File: src/hw/gese_defines.vh
`ifndef GESE_DEFINES_VH
`define GESE_DEFINES_VH

// Register indices; byte address is four times the index
`define GESE_IDX_STATUS 10'h0A8
`define GESE_IDX_ENABLE 10'h0AA
`define GESE_IDX_CARD_CTRL 10'h0B0
`define GESE_IDX_POWER 10'h0B1
`define GESE_IDX_TERM_CFG 10'h0B2
`define GESE_IDX_GP_DATA 10'h0B3

// Event bit positions, shared by status and enable
`define GESE_BIT_VIDEO 15
`define GESE_BIT_POWER 11
`define GESE_BIT_PROG12 8
`define GESE_GP_LSB 0
`define GESE_GP_MSB 4

// Implemented bits of status and enable; the rest read zero
`define GESE_EVENT_MASK 16'h891F
`define GESE_STATUS_RESET 16'h0000
`define GESE_ENABLE_RESET 16'h0000

// Card control: video port enable bit
`define GESE_BIT_VIDEO_ON 6
`define GESE_CARD_CTRL_RESET 1'h0

// Power control: supply select and programming voltage select
`define GESE_VCC_LSB 0
`define GESE_VCC_MSB 1
`define GESE_VPP_LSB 4
`define GESE_VPP_MSB 5
`define GESE_VPP_12V 2'h2
`define GESE_VCC_RESET 2'h0
`define GESE_VPP_RESET 2'h0

// Terminal configuration: input select and event pin select
`define GESE_CFG_GPI_LSB 0
`define GESE_CFG_GPI_MSB 4
`define GESE_CFG_PIN_LSB 8
`define GESE_CFG_PIN_MSB 10
`define GESE_CFG_GPI_RESET 5'h00
`define GESE_CFG_PIN_RESET 3'h7

// Input edge detector warm-up, in clock edges
`define GESE_PRIME_CYCLES 2'h3

`endif

File: src/hw/gese_sync.v
`include "gese_defines.vh"

// Two-flop synchroniser with one-shot change detection per input
module gese_sync #(
	parameter WIDTH = 5
) (
	input wire clock,
	input wire arst_n,
	input wire [WIDTH-1:0] async_in,
	output wire [WIDTH-1:0] level,
	output wire [WIDTH-1:0] change
);
	reg [WIDTH-1:0] meta_ff;
	reg [WIDTH-1:0] sync_ff;
	reg [WIDTH-1:0] last_ff;
	reg [1:0] prime_ff;
	wire primed;

	assign primed = (prime_ff == `GESE_PRIME_CYCLES);

	// Capture chain; the first stage feeds only the second
	always @(posedge clock or negedge arst_n) begin
		if (!arst_n) begin
			meta_ff <= {WIDTH{1'b0}};
			sync_ff <= {WIDTH{1'b0}};
			last_ff <= {WIDTH{1'b0}};
		end else begin
			meta_ff <= async_in;
			sync_ff <= meta_ff;
			last_ff <= sync_ff;
		end
	end

	// Warm-up so a high input at reset release is not seen as an edge
	always @(posedge clock or negedge arst_n) begin
		if (!arst_n) begin
			prime_ff <= 2'h0;
		end else if (!primed) begin
			prime_ff <= prime_ff + 2'h1;
		end
	end

	assign level = sync_ff;
	assign change = primed ? (sync_ff ^ last_ff) : {WIDTH{1'b0}};
endmodule // gese_sync

File: src/hw/gese_top.v
// Overview of operation
// - Writing one to a status bit clears it and its event contribution.
// - Status bit 15 sets when the video port enable bit changes.
// - Status bit 11 sets when software changes supply or programming voltage.
// - Status bit 8 sets when programming voltage moves to or from 12 V.
// - Status bits 4..0 set on either edge of their input terminal.
// - Input changes are recorded regardless of the enable bits.
// - Reserved bits of status and enable read zero, ignore writes.
// - Enable bit 15 lets a video change assert the event output.
// - Enable bit 11 lets a power change assert the event output.
// - Enable bit 8 lets a 12 V request change assert the event output.
// - Enable bits 4..0 assert the output only for terminals configured as inputs.
// - Event output is OR of enabled set status bits, held until cleared.
// - Event drives a terminal only when one is configured for it.
//
// Register access over AHB-Lite was chosen for this implementation.
`include "gese_defines.vh"

module gese_top #(
	parameter GP_COUNT = 5,
	parameter PIN_COUNT = 7
) (
	input wire clock,
	input wire arst_n,
	input wire hsel,
	input wire [31:0] haddr,
	input wire [1:0] htrans,
	input wire hwrite,
	input wire [2:0] hsize,
	input wire [31:0] hwdata,
	input wire hready,
	output wire [31:0] hrdata,
	output wire hreadyout,
	output wire hresp,
	input wire [GP_COUNT-1:0] gp_input,
	output wire general_event_out_n,
	output wire irq,
	output wire [PIN_COUNT-1:0] event_pin_out,
	output wire [PIN_COUNT-1:0] event_pin_oe,
	output wire video_port_on,
	output wire [1:0] vcc_sel,
	output wire [1:0] vpp_sel
);
	// Bus states, one-hot
	localparam ST_IDLE = 3'b001;
	localparam ST_BUSY = 3'b010;
	localparam ST_DONE = 3'b100;

	reg [2:0] state_ff;
	reg [2:0] nxt_state;
	reg [9:0] idx_ff;
	reg write_ff;
	reg [31:0] hrdata_ff;
	reg [31:0] nxt_hrdata;
	// Sticky status and its next value
	reg [15:0] status_ff;
	reg [15:0] nxt_status;
	// Software-written registers, each with its next value
	reg [15:0] enable_ff;
	reg [15:0] nxt_enable;
	reg video_on_ff;
	reg nxt_video_on;
	reg [1:0] vcc_ff;
	reg [1:0] nxt_vcc;
	reg [1:0] vpp_ff;
	reg [1:0] nxt_vpp;
	reg [GP_COUNT-1:0] gpi_cfg_ff;
	reg [GP_COUNT-1:0] nxt_gpi_cfg;
	reg [2:0] pin_sel_ff;
	reg [2:0] nxt_pin_sel;
	reg event_ff;
	reg irq_ff;
	reg [PIN_COUNT-1:0] pin_oe_ff;
	reg [PIN_COUNT-1:0] nxt_pin_oe;
	reg [15:0] set_vec;
	reg [15:0] eff_enable;
	integer i;
	integer j;
	integer k;

	wire take;
	wire do_access;
	wire do_write;
	wire [15:0] wdata;
	wire [GP_COUNT-1:0] gp_level;
	wire [GP_COUNT-1:0] gp_change;
	wire video_chg;
	wire power_chg;
	wire prog12_chg;
	wire [1:0] new_vcc;
	wire [1:0] new_vpp;
	// Event terms ahead of the output flops
	wire event_now;
	wire irq_now;

	// Index match on the word address of the captured transfer
	function hit;
		input [9:0] idx;
		input [9:0] want;
		begin
			hit = (idx == want);
		end
	endfunction

	// True when a programming voltage code requests 12 V
	function is_12v;
		input [1:0] code;
		begin
			is_12v = (code == `GESE_VPP_12V);
		end
	endfunction

	// Synchronised terminal inputs and their edges
	gese_sync #(
		.WIDTH(GP_COUNT)
	) u_sync (
		.clock(clock),
		.arst_n(arst_n),
		.async_in(gp_input),
		.level(gp_level),
		.change(gp_change)
	);

	// Address phase is taken only while the bus is ready
	assign take = hsel && htrans[1] && hready;
	assign do_access = (state_ff == ST_BUSY);
	assign do_write = do_access && write_ff;
	assign wdata = hwdata[15:0];

	// One wait state lets a write settle before read data is sampled
	assign hreadyout = (state_ff != ST_BUSY);
	assign hresp = 1'b0;
	assign hrdata = hrdata_ff;

	// Bus sequencer
	always @* begin
		nxt_state = state_ff;
		case (state_ff)
			ST_IDLE: begin
				if (take) begin
					nxt_state = ST_BUSY;
				end
			end
			ST_BUSY: begin
				nxt_state = ST_DONE;
			end
			ST_DONE: begin
				if (take) begin
					nxt_state = ST_BUSY;
				end else begin
					nxt_state = ST_IDLE;
				end
			end
			default: begin
				nxt_state = ST_IDLE;
			end
		endcase
	end

	// Sequencer and address capture
	always @(posedge clock or negedge arst_n) begin
		if (!arst_n) begin
			state_ff <= ST_IDLE;
			idx_ff <= 10'h000;
			write_ff <= 1'b0;
		end else begin
			state_ff <= nxt_state;
			if (take) begin
				idx_ff <= haddr[11:2];
				write_ff <= hwrite;
			end
		end
	end

	// Proposed values of the power control fields
	assign new_vcc = wdata[`GESE_VCC_MSB:`GESE_VCC_LSB];
	assign new_vpp = wdata[`GESE_VPP_MSB:`GESE_VPP_LSB];

	assign video_chg = do_write && hit(idx_ff, `GESE_IDX_CARD_CTRL) && (wdata[`GESE_BIT_VIDEO_ON] != video_on_ff);
	assign power_chg = do_write && hit(idx_ff, `GESE_IDX_POWER) && ((new_vcc != vcc_ff) || (new_vpp != vpp_ff));
	assign prog12_chg = do_write && hit(idx_ff, `GESE_IDX_POWER) && (is_12v(new_vpp) != is_12v(vpp_ff));

	// Gather this cycle's events into status layout
	always @* begin
		set_vec = 16'h0000;
		set_vec[`GESE_BIT_VIDEO] = video_chg;
		set_vec[`GESE_BIT_POWER] = power_chg;
		set_vec[`GESE_BIT_PROG12] = prog12_chg;
		for (i = 0; i < GP_COUNT; i = i + 1) begin
			set_vec[`GESE_GP_LSB + i] = gp_change[i];
		end
	end

	// Sticky status; a set in the clearing cycle wins
	always @* begin
		nxt_status = status_ff;
		if (do_write && hit(idx_ff, `GESE_IDX_STATUS)) begin
			nxt_status = status_ff & ~wdata;
		end
		nxt_status = (nxt_status | set_vec) & `GESE_EVENT_MASK;
	end

	// Status register
	always @(posedge clock or negedge arst_n) begin
		if (!arst_n) begin
			status_ff <= `GESE_STATUS_RESET;
		end else begin
			status_ff <= nxt_status;
		end
	end

	// Next values of the software-written registers
	// The outputs are built from these, so a write to enable or routing shows at the
	// same edge as a status write; the event output then only drops at a write edge
	always @* begin
		nxt_enable = enable_ff;
		nxt_video_on = video_on_ff;
		nxt_vcc = vcc_ff;
		nxt_vpp = vpp_ff;
		nxt_gpi_cfg = gpi_cfg_ff;
		nxt_pin_sel = pin_sel_ff;
		if (do_write) begin
			if (hit(idx_ff, `GESE_IDX_ENABLE)) begin
				nxt_enable = wdata & `GESE_EVENT_MASK;
			end
			if (hit(idx_ff, `GESE_IDX_CARD_CTRL)) begin
				nxt_video_on = wdata[`GESE_BIT_VIDEO_ON];
			end
			if (hit(idx_ff, `GESE_IDX_POWER)) begin
				nxt_vcc = new_vcc;
				nxt_vpp = new_vpp;
			end
			if (hit(idx_ff, `GESE_IDX_TERM_CFG)) begin
				nxt_gpi_cfg = wdata[`GESE_CFG_GPI_MSB:`GESE_CFG_GPI_LSB];
				nxt_pin_sel = wdata[`GESE_CFG_PIN_MSB:`GESE_CFG_PIN_LSB];
			end
		end
	end

	// Software-written control registers
	// Plain copies of the next values; all decoding lives in the block above
	always @(posedge clock or negedge arst_n) begin
		if (!arst_n) begin
			enable_ff <= `GESE_ENABLE_RESET;
			video_on_ff <= `GESE_CARD_CTRL_RESET;
			vcc_ff <= `GESE_VCC_RESET;
			vpp_ff <= `GESE_VPP_RESET;
			gpi_cfg_ff <= `GESE_CFG_GPI_RESET;
			pin_sel_ff <= `GESE_CFG_PIN_RESET;
		end else begin
			enable_ff <= nxt_enable;
			video_on_ff <= nxt_video_on;
			vcc_ff <= nxt_vcc;
			vpp_ff <= nxt_vpp;
			gpi_cfg_ff <= nxt_gpi_cfg;
			pin_sel_ff <= nxt_pin_sel;
		end
	end

	// Read mux; unmapped words read zero
	always @* begin
		nxt_hrdata = 32'h00000000;
		if (hit(idx_ff, `GESE_IDX_STATUS)) begin
			nxt_hrdata[15:0] = status_ff;
		end else if (hit(idx_ff, `GESE_IDX_ENABLE)) begin
			nxt_hrdata[15:0] = enable_ff;
		end else if (hit(idx_ff, `GESE_IDX_CARD_CTRL)) begin
			nxt_hrdata[`GESE_BIT_VIDEO_ON] = video_on_ff;
		end else if (hit(idx_ff, `GESE_IDX_POWER)) begin
			nxt_hrdata[`GESE_VCC_MSB:`GESE_VCC_LSB] = vcc_ff;
			nxt_hrdata[`GESE_VPP_MSB:`GESE_VPP_LSB] = vpp_ff;
		end else if (hit(idx_ff, `GESE_IDX_TERM_CFG)) begin
			nxt_hrdata[`GESE_CFG_GPI_MSB:`GESE_CFG_GPI_LSB] = gpi_cfg_ff;
			nxt_hrdata[`GESE_CFG_PIN_MSB:`GESE_CFG_PIN_LSB] = pin_sel_ff;
		end else if (hit(idx_ff, `GESE_IDX_GP_DATA)) begin
			nxt_hrdata[GP_COUNT-1:0] = gp_level;
		end
	end

	// Read data is captured at the wait-state edge, after any write there
	always @(posedge clock or negedge arst_n) begin
		if (!arst_n) begin
			hrdata_ff <= 32'h00000000;
		end else if (do_access && !write_ff) begin
			hrdata_ff <= nxt_hrdata;
		end
	end

	// Input enables count only for terminals configured as inputs
	// Built from next values so a configuration write gates the output at once
	always @* begin
		eff_enable = nxt_enable;
		for (j = 0; j < GP_COUNT; j = j + 1) begin
			eff_enable[`GESE_GP_LSB + j] = nxt_enable[`GESE_GP_LSB + j] & nxt_gpi_cfg[j];
		end
	end

	// True when any flag is both set and enabled
	function any_set;
		input [15:0] flags;
		input [15:0] mask;
		begin
			any_set = |(flags & mask);
		end
	endfunction

	// Event terms from next status and next enables, shared by the flops and the pin drive
	assign event_now = any_set(nxt_status, eff_enable);
	// The interrupt skips the input-config gating, so it also reports unrouted terminals
	assign irq_now = any_set(nxt_status, nxt_enable);

	// Event pin drive: open drain, low only on the selected terminal
	// A select of seven routes the event nowhere; the internal level still moves
	always @* begin
		nxt_pin_oe = {PIN_COUNT{1'b0}};
		for (k = 0; k < PIN_COUNT; k = k + 1) begin
			if (nxt_pin_sel == k[2:0]) begin
				nxt_pin_oe[k] = event_now;
			end
		end
	end

	// Event outputs registered from next values so they track the status bit exactly
	// A drop therefore only happens at the edge that performs a software write
	always @(posedge clock or negedge arst_n) begin
		if (!arst_n) begin
			event_ff <= 1'b0;
			irq_ff <= 1'b0;
			pin_oe_ff <= {PIN_COUNT{1'b0}};
		end else begin
			event_ff <= event_now;
			irq_ff <= irq_now;
			pin_oe_ff <= nxt_pin_oe;
		end
	end

	// Outputs straight from flops; pin data stays low, the enable alone drives the terminal
	assign general_event_out_n = ~event_ff;
	assign irq = irq_ff;
	assign event_pin_out = {PIN_COUNT{1'b0}};
	assign event_pin_oe = pin_oe_ff;
	assign video_port_on = video_on_ff;
	assign vcc_sel = vcc_ff;
	assign vpp_sel = vpp_ff;
endmodule // gese_top

File: config.mk
export PLATFORM = sky130hd
export DESIGN_NAME = gese_top
export DESIGN_NICKNAME = d
export VERILOG_FILES = /design/src/hw/gese_sync.v /design/src/hw/gese_top.v
export VERILOG_INCLUDE_DIRS = /design/src /design/src/hw
export SDC_FILE = /design/constraint.sdc
export NUM_CORES = 1
export LEC_CHECK = 0
export BUFFER_PORTS_ARGS = -buffer_cell sky130_fd_sc_hd__buf_2
export CORE_UTILIZATION = 50
export CTS_BUF_LIST = sky130_fd_sc_hd__clkbuf_8 sky130_fd_sc_hd__clkbuf_16
export DETAILED_ROUTE_END_ITERATION = 16
export GPL_ROUTABILITY_DRIVEN = 0
export HOLD_SLACK_MARGIN = 0.05
export PLACE_DENSITY = 0.8
export SYNTH_ARGS = -nofsm -noshare
export SYNTH_HDL_FRONTEND = slang
export SYNTH_SLANG_ARGS = --single-unit
File: constraint.sdc
create_clock -name clock -period 3.2 [get_ports clock]
set_clock_uncertainty 0.1 [all_clocks]
set_input_delay 0.16 -clock clock [delete_from_list [all_inputs] [get_ports clock]]
set_output_delay 0.16 -clock clock [all_outputs]
set_load 0.02 [all_outputs]
==> results.json, run 1 <==
{
  "boundaryPins": 134,
  "synthesis.area_um2": 3710,
  "async_reset_ff_frac": 1.00,
  "yosys_warnings": 0,
  "path_class": "flip-flop to flip-flop",
  "postPlaceCellArea_um2": 3990,
  "first_iter_violations": 193,
  "synthFlopType": "dfrtp_1",
  "nets": 491,
  "via_per_inst": 5.27,
  "cts.sinks": 81,
  "p_clk_frac": 0.348,
  "rr_endpoint": "event_pin_oe[5]",
  "post_drt_wl_per_cell_um": 15.0,
  "cts-htree-levels": 3,
  "fin_crit_sh": 0.888,
  "power_frac_seq": 0.526,
  "die_h_um": 88.1,
  "start_util": 0.514,
  "cts_tree": "built",
  "rows": 31,
  "slew_violations": 0,
  "rsz0062_at_grt": "no",
  "comb_power_share": 0.125,
  "hold_viol": 0,
  "period_minus_slack_ps": 2840,
  "switchingPower_uw": 597,
  "n_antenna_cell": 0,
  "fp.dieW_um": 88.1,
  "setup_violations": 0,
  "syn_area_per_cell_um2": 11.5,
  "tns_ps": 0,
  "slew_headroom": 0.352,
  "path_clk_slew_ps": 90,
  "slowest_stage": "dfrtp_1",
  "cp.arrival_ps": 3000,
  "min-delay-start": "hwdata[10]",
  "place_inst": 471,
  "cts_buffers": 9,
  "yosysTopAreaCell": "dfrtp_1",
  "stdcell_count": 515,
  "critPathCaptureType": "flip-flop",
  "track_usage": 0.215,
  "core_um2": 7210,
  "portBuffers": 59,
  "cp-startpoint": "idx_ff[1]",
  "p_int_uw": 1560,
  "clkLatencyLatePin_ps": 370,
  "synth-seq-cells": 81,
  "cts_buffer_depth": 2,
  "grt_overflow": 0,
  "yosysMostFrequentCell": "dfrtp_1",
  "max_stage_delay_ps": 630,
  "drcViolationCount": 0,
  "crit_chain": "and2b_1, nand4_1, nor2_1, a22oi_1, nor3_1, and4b_1, nor4_1",
  "required_ps": 3350,
  "fillers": 591,
  "synthTopCellsByCount": "dfrtp_1, buf_4, mux2_2, nand2_1, nor2_1",
  "crit_path_end": "event_pin_oe[5]",
  "worstMarginPinSlew_ps": 972,
  "grt_pass1_vias": 2547,
  "final_layout_size_suffix_gt1_frac": 0.276,
  "post-route-util": 0.620,
  "ir_drop_mv": 0.373,
  "r2r_setup_slack_ps": 360,
  "vias": 2714,
  "min_path_cells": 3,
  "status": "completed",
  "final_area_um2": 4470,
  "postRouteAntennaNets": 0,
  "grt_pass1_wl_mm": 12.2,
  "power.density_nw_per_um2": 483,
  "drv_cap": 0,
  "reg2reg_depth": 7,
  "ys_types": 53,
  "finalWirelength_mm": 7.72,
  "leakage_uw": 0.00209,
  "fmax_ghz": 0.352,
  "drt_pass1_iterations": 4,
  "ys_seq_area_frac": 0.548,
  "antenna_found_initial": 0,
  "clock-root-buffer": "clkbuf_8",
  "dp_hpwl_mm": 5.34,
  "timing.hold.ws_ps": 141,
  "postSynthCellCount": 322,
  "die_area_um2": 7770,
  "area_growth_pct": 20.6,
  "r2r-start": "idx_ff[1]",
  "start_kind": "flip-flop",
  "critPathMaxFanout": 13,
  "yosys-top-cells-area": "dfrtp_1, mux2_2, buf_4",
  "synth_edf_count": 0,
  "hold_path_class": "primary input to flip-flop",
  "switching_share": 0.277,
  "grt_start_max_net_pins": 82,
  "ctsResizeCount": 0,
  "synth_top_area_share": 0.520
}
[area by class of cell]
cell class,instances,area (µm²),area share
timing repair buffer,90,601,0.134
inverter,12,45.0,0.0101
tap,99,124,0.0277
clock buffer,9,124,0.0277
sequential,81,2030,0.454
multi-input combinational,217,1470,0.328
clock inverter,7,78.8,0.0176
[metrics by stage]
stage / power (µW) / setup slack (ps)
after detailed placement: 1400 / 409
after global routing: 2240 / 137
after floorplan: 1330 / 873
after global placement: 1390 / 435
final: 2160 / 358
after CTS: 2170 / 412
[power by group through the flow]
stage	logic, µW	clock network [µW]	registers [µW]
finish	270	752	1140
global route	298	799	1140
CTS	270	766	1140
detailed placement	243	0	1160
global placement	238	0	1150
floorplan	183	0	1150
[layer usage]
layer,part of all wire,GRT usage,wire length [µm]
met1,0.41,0.275,3190
met2,0.48,0.335,3720
met3,0.075,0.0566,581
met4,0.030,0.117,231
met5,0,0,0
[worst max-delay path: cells and delay by family, from the launching register on]
family,cells,cell delay (ps)
flip-flops,1,630
AO/OA/AOI/OAI,1,140
AND/OR/NAND/NOR,6,1870
[logic make-up after synthesis]
group	after synthesis	share of synthesized area
and+or+nand+nor	92	0.140
DFF	81	0.548
adders and majority gates	1	0.00337
other	1	0.00101
muxes	34	0.101
AOI/OAI and AO/OA	49	0.0928
buffers and inverters	51	0.0837
xor gates and xnor gates	13	0.0307
[timing repair]
action	4_1_cts	5_1_grt
endpoints found under the hold margin	111	0
hold buffers	28	0
setup buffers	0	0
[flip-flops by register name, indices dropped and copies added (netlist names), 3 cells and up]
signal          flops
enable_ff           8
event_pin_oe        7
gpi_cfg_ff          5
hrdata             12
idx_ff             10
pin_sel_ff          3
state_ff            3
status_ff           8
u_sync.last_ff      5
u_sync.level        5
u_sync.meta_ff      5
[placed cells by master, fill, tap and decap left out, types with 7 or more instances in the layout]
cell type and instances:
dfrtp_1 77, buf_2 58, conb_1 28, dlygate4sd3_1 28, mux2_2 27, nand2_1 27, nor2_1 18, inv_1 12
o21ai_0 12, clkbuf_8 9, xnor2_1 8, mux2i_1 7, nand4_1 7
[worst min path at each step]
stage | endpoint | slack, ps
after floorplan | enable_ff[0] | -240
after global placement | u_sync.meta_ff[4] | 170
after detailed placement | u_sync.meta_ff[1] | 170
after CTS | pin_sel_ff[2] | 120
after global routing | pin_sel_ff[2] | 150
final | pin_sel_ff[2] | 140
No activity file was read; power rests on OpenSTA's default activity.
==> inputs of run 2 (changes only) <==
clock period = 3 ns   (was 3.2 ns; I/O delays follow)
==> results.json, run 2 (synthesis results as in run 1) <==
{
  "status": "completed",
  "start_kind": "flip-flop",
  "ir_drop_mv": 0.319,
  "core_um2": 7210,
  "boundaryPins": 134,
  "critPathCaptureType": "flip-flop",
  "period_minus_slack_ps": 2800,
  "grt_pass1_vias": 2495,
  "nets": 492,
  "finalWirelength_mm": 7.64,
  "register_area_um2": 2030,
  "grt_start_max_net_pins": 82,
  "p_clk_frac": 0.342,
  "track_usage": 0.210,
  "ctsResizeCount": 0,
  "final_layout_size_suffix_gt1_frac": 0.276,
  "multi_input_area_um2": 1470,
  "timing.hold.ws_ps": 125,
  "switching_share": 0.264,
  "path_class": "flip-flop to flip-flop",
  "hold_path_class": "primary input to flip-flop",
  "clkLatencyLatePin_ps": 350,
  "n_antenna_cell": 0,
  "portBuffers": 59,
  "rsz0062_at_grt": "no",
  "layout_common_cells": "dfrtp_1, buf_2, conb_1, dlygate4sd3_1",
  "clock-root-buffer": "clkbuf_8",
  "postCtsHoldBufs": 28,
  "die_h_um": 88.1,
  "worstMarginPinSlew_ps": 978,
  "post_cts_buffers": 0,
  "slew_violations": 0,
  "fillers": 604,
  "rows": 31,
  "cts_buffer_depth": 2,
  "power_frac_seq": 0.529,
  "busiest_layer": "met2",
  "path_clk_slew_ps": 80,
  "cp.arrival_ps": 2920,
  "hold_viol": 0,
  "vias": 2688,
  "fin_crit_sh": 0.933,
  "fmax_ghz": 0.357,
  "start_util": 0.514,
  "tns_ps": 0,
  "grt_overflow": 0,
  "final_common_cell": "dfrtp_1",
  "p_int_uw": 1680,
  "setup_violations": 0,
  "comb_power_share": 0.129,
  "die_area_um2": 7770,
  "area_growth_pct": 20.6,
  "slew_headroom": 0.348,
  "postRouteAntennaNets": 0,
  "cts_buffers": 9,
  "antenna_found_initial": 0,
  "post_drt_wl_per_cell_um": 14.8,
  "largest_reg_flops": 12,
  "use_met3": 0.0462,
  "switchingPower_uw": 603,
  "first_iter_violations": 263,
  "required_ps": 3120,
  "dp_hpwl_mm": 5.32,
  "power.density_nw_per_um2": 511,
  "drv_cap": 0,
  "drcViolationCount": 0,
  "via_per_inst": 5.21,
  "cts.sinks": 81,
  "cts_tree": "built",
  "drt_pass1_iterations": 4,
  "leakage_uw": 0.00210,
  "critPathMaxFanout": 8,
  "grt_util_met1": 0.272,
  "fp.dieW_um": 88.1,
  "met2_usage": 0.328,
  "cts-htree-levels": 3,
  "grt_pass1_wl_mm": 12.0
}
[run 2: cell count changes in the layout (fill, tap and decap cells not counted), sizes merged]
cell	before	now
buf	62	63
clkinvlp	3	2
clkbuf	9	10
[run 2: critical path, cell delays in order, from the launching register on]
cell,delay [ps]
dfrtp_1,440
nor4b_4,390
and4_1,370
nand2_1,80
a22o_1,240
a222oi_1,480
and4b_1,490
nor4_1,100
[run 2: layout make-up]
type                       instances  share of cell area
multi-input combinational        217               0.328
clock inverter                     6              0.0131
clock buffer                      10              0.0308
inverter                          12              0.0101
timing repair buffer              91               0.136
sequential                        81               0.454
tap                               99              0.0277
[run 2: power groups by stage]
stage	combinational (µW)	clock (µW)	sequential (µW)
final	295	781	1210
after global routing	325	839	1220
after CTS	295	794	1210
after detailed placement	266	0	1230
after global placement	261	0	1230
after floorplan	195	0	1230
[run 2: worst paths after layout]
path | startpoint | end | slack, ps | depth (start not counted)
max | idx_ff[4] | event_pin_oe[1] | 200 | 7
min | hwdata[10] | pin_sel_ff[2] | 130 | 3
max reg2reg | idx_ff[4] | event_pin_oe[1] | 200 | 7
min reg2reg | u_sync.meta_ff[4] | u_sync.level[4] | 250 | 0
max in group asynchronous | arst_n | hrdata[6] | 1770 | 2
min in group asynchronous | arst_n | u_sync.meta_ff[1] | 390 | 2
[run 2: per-layer routing]
metal,wire [µm],part of all wire
met3,479,0.063
met1,3340,0.44
met4,174,0.023
met5,0,0
met2,3640,0.48
[run 2: metrics by stage]
stage	instance area (µm²)	total power, µW	instances	util	worst slack (ps)
floorplan	3810	1420	349	-	673
global placement	4000	1490	472	0.554	243
detailed placement	4000	1500	472	0.554	208
CTS	4470	2300	516	0.620	203
global route	4470	2380	516	0.620	7.95
finish	4470	2280	516	0.620	200
==> inputs of run 3 (changes only) <==
SYNTH_HIERARCHICAL = 1   (was unset)
==> results.json, run 3 <==
{
  "yosys-top-cells-area": "dfrtp_1, mux2_2, buf_4",
  "postPlaceCellArea_um2": 4180,
  "synthTopCellsByCount": "dfrtp_1, mux2_2, buf_4",
  "yosys_warnings": 6,
  "post_drt_wl_per_cell_um": 14.6,
  "setup_violations": 0,
  "min-delay-start": "hwdata[4]",
  "clkLatencyLatePin_ps": 350,
  "final_area_um2": 4800,
  "status": "completed",
  "rows": 31,
  "yosysMostFrequentCell": "dfrtp_1",
  "ys_seq_area_frac": 0.541,
  "start_util": 0.518,
  "final_layout_size_suffix_gt1_frac": 0.350,
  "die_area_um2": 7870,
  "fmax_ghz": 0.344,
  "grt_pass1_vias": 2661,
  "path_class": "flip-flop to flip-flop",
  "drt_pass1_iterations": 4,
  "clock-root-buffer": "clkbuf_8",
  "period_minus_slack_ps": 2910,
  "hold_viol": 0,
  "track_usage": 0.214,
  "dp_hpwl_mm": 5.30,
  "synthFlopType": "dfrtp_1",
  "die_h_um": 88.7,
  "critPathMaxFanout": 8,
  "r2r-start": "idx_ff[6]",
  "power.density_nw_per_um2": 507,
  "drcViolationCount": 0,
  "n_antenna_cell": 0,
  "place_inst": 487,
  "grt_pass1_wl_mm": 12.6,
  "reg2reg_depth": 9,
  "postSynthCellCount": 321,
  "rr_endpoint": "event_pin_oe[5]",
  "portBuffers": 59,
  "cts-htree-levels": 3,
  "cts_buffer_depth": 2,
  "cts_tree": "built",
  "grt_overflow": 0,
  "r2r_setup_slack_ps": 90,
  "ir_drop_mv": 0.286,
  "antenna_found_initial": 0,
  "required_ps": 3160,
  "hold_path_class": "primary input to flip-flop",
  "finalWirelength_mm": 7.90,
  "synth-seq-cells": 81,
  "synth_top_area_share": 0.513,
  "async_reset_ff_frac": 1.00,
  "area_growth_pct": 27.7,
  "syn_area_per_cell_um2": 11.7,
  "nets": 519,
  "via_per_inst": 5.14,
  "slew_headroom": 0.334,
  "ys_types": 46,
  "slew_violations": 0,
  "fin_crit_sh": 0.969,
  "cts_buffers": 9,
  "final_common_cell": "dfrtp_1",
  "cts.sinks": 81,
  "fp.dieW_um": 88.7,
  "yosysTopAreaCell": "dfrtp_1",
  "largest_reg_flops": 12,
  "synth_edf_count": 0,
  "min_path_cells": 2,
  "path_clk_slew_ps": 80,
  "boundaryPins": 134,
  "stdcell_count": 542,
  "postRouteAntennaNets": 0,
  "start_kind": "flip-flop",
  "drv_cap": 0,
  "cp.arrival_ps": 3070,
  "critPathCaptureType": "flip-flop",
  "vias": 2786,
  "grt_start_max_net_pins": 82,
  "synthesis.area_um2": 3760,
  "first_iter_violations": 244,
  "layout_common_cells": "dfrtp_1, buf_2, mux2_2, buf_4, conb_1",
  "hold_end": "vpp_sel[0]",
  "worstMarginPinSlew_ps": 999,
  "core_um2": 7250,
  "leakage_uw": 0.00232
}
-- run 3: area by class of cell --
class,count,area [µm²]
Fill cell,546,2450
Sequential cell,81,2030
Multi-Input combinational cell,215,1560
Timing Repair Buffer,118,816
Clock buffer,10,138
Tap cell,99,124
Clock inverter,6,76.3
Inverter,13,48.8
-- run 3: metal layers --
layer  routed length (µm)  vias to the layer above  global-route usage
met5                    0                        -                   0
met4                   65                        0              0.0645
met3                  393                        6              0.0513
met2                 3900                       99               0.337
met1                 3540                     1371               0.296
li1                     -                     1310                   -
-- run 3: what timing repair did --
| action | 4_1_cts | 5_1_grt |
|---|---|---|
| hold endpoints to repair | 110 | 0 |
| hold buffers | 27 | 0 |
| buffers inserted | 2 | 10 |
| endpoints found under the setup margin | 1 | 9 |
| pin swaps | 1 | 7 |
| resized for setup | 1 | 11 |
-- run 3: cell families after synthesis --
group,after synthesis,share of synthesized area
adders and majority gates,2,0.00666
AOI/OAI and AO/OA,45,0.0849
xor gates and xnor gates,13,0.0303
other,1,0.000998
muxes,39,0.116
DFF,81,0.541
buffers and inverters,52,0.0809
and+or+nand+nor,88,0.139
-- run 3: worst max-delay path by stage --
stage                     start              end  slack, ps
floorplan             idx_ff[9]  event_pin_oe[0]         30
global placement    state_ff[2]  event_pin_oe[3]         30
detailed placement    idx_ff[9]  event_pin_oe[3]          2
CTS                 state_ff[2]  event_pin_oe[3]         40
global route        state_ff[2]  event_pin_oe[3]        -90
finish                idx_ff[6]  event_pin_oe[5]         90
-- run 3: critical path, stage by stage, from the launching register on --
cell and delay (ps):
dfrtp_1 380, or4b_4 580, or2_2 360, nor4b_4 310, mux2_2 370, a21boi_0 180
buf_4 150, nor4b_4 40, buf_6 150, nor3_1 200
-- run 3: power by group --
| group | switching, µW | total [µW] | internal, µW | leakage (µW) |
|---|---|---|---|---|
| Sequential | 42.9 | 1210 | 1160 | 0.00101 |
| Clock | 367 | 849 | 481 | 0.000120 |
| Combinational | 215 | 378 | 163 | 0.00119 |
-- run 3: stage by stage --
stage / power, µW / util / TNS [ps] / hold slack, ps / worst slack [ps]
final: 2430 / 0.662 / 0 / 82.7 / 93.9
after global placement: 1540 / 0.576 / 0 / 157 / 27.7
after CTS: 2430 / 0.645 / 0 / 61.4 / 44.5
after floorplan: 1460 / - / 0 / -246 / 32.2
after detailed placement: 1550 / 0.576 / 0 / 159 / 1.57
after global routing: 2540 / 0.662 / -631 / 71.8 / -94.3
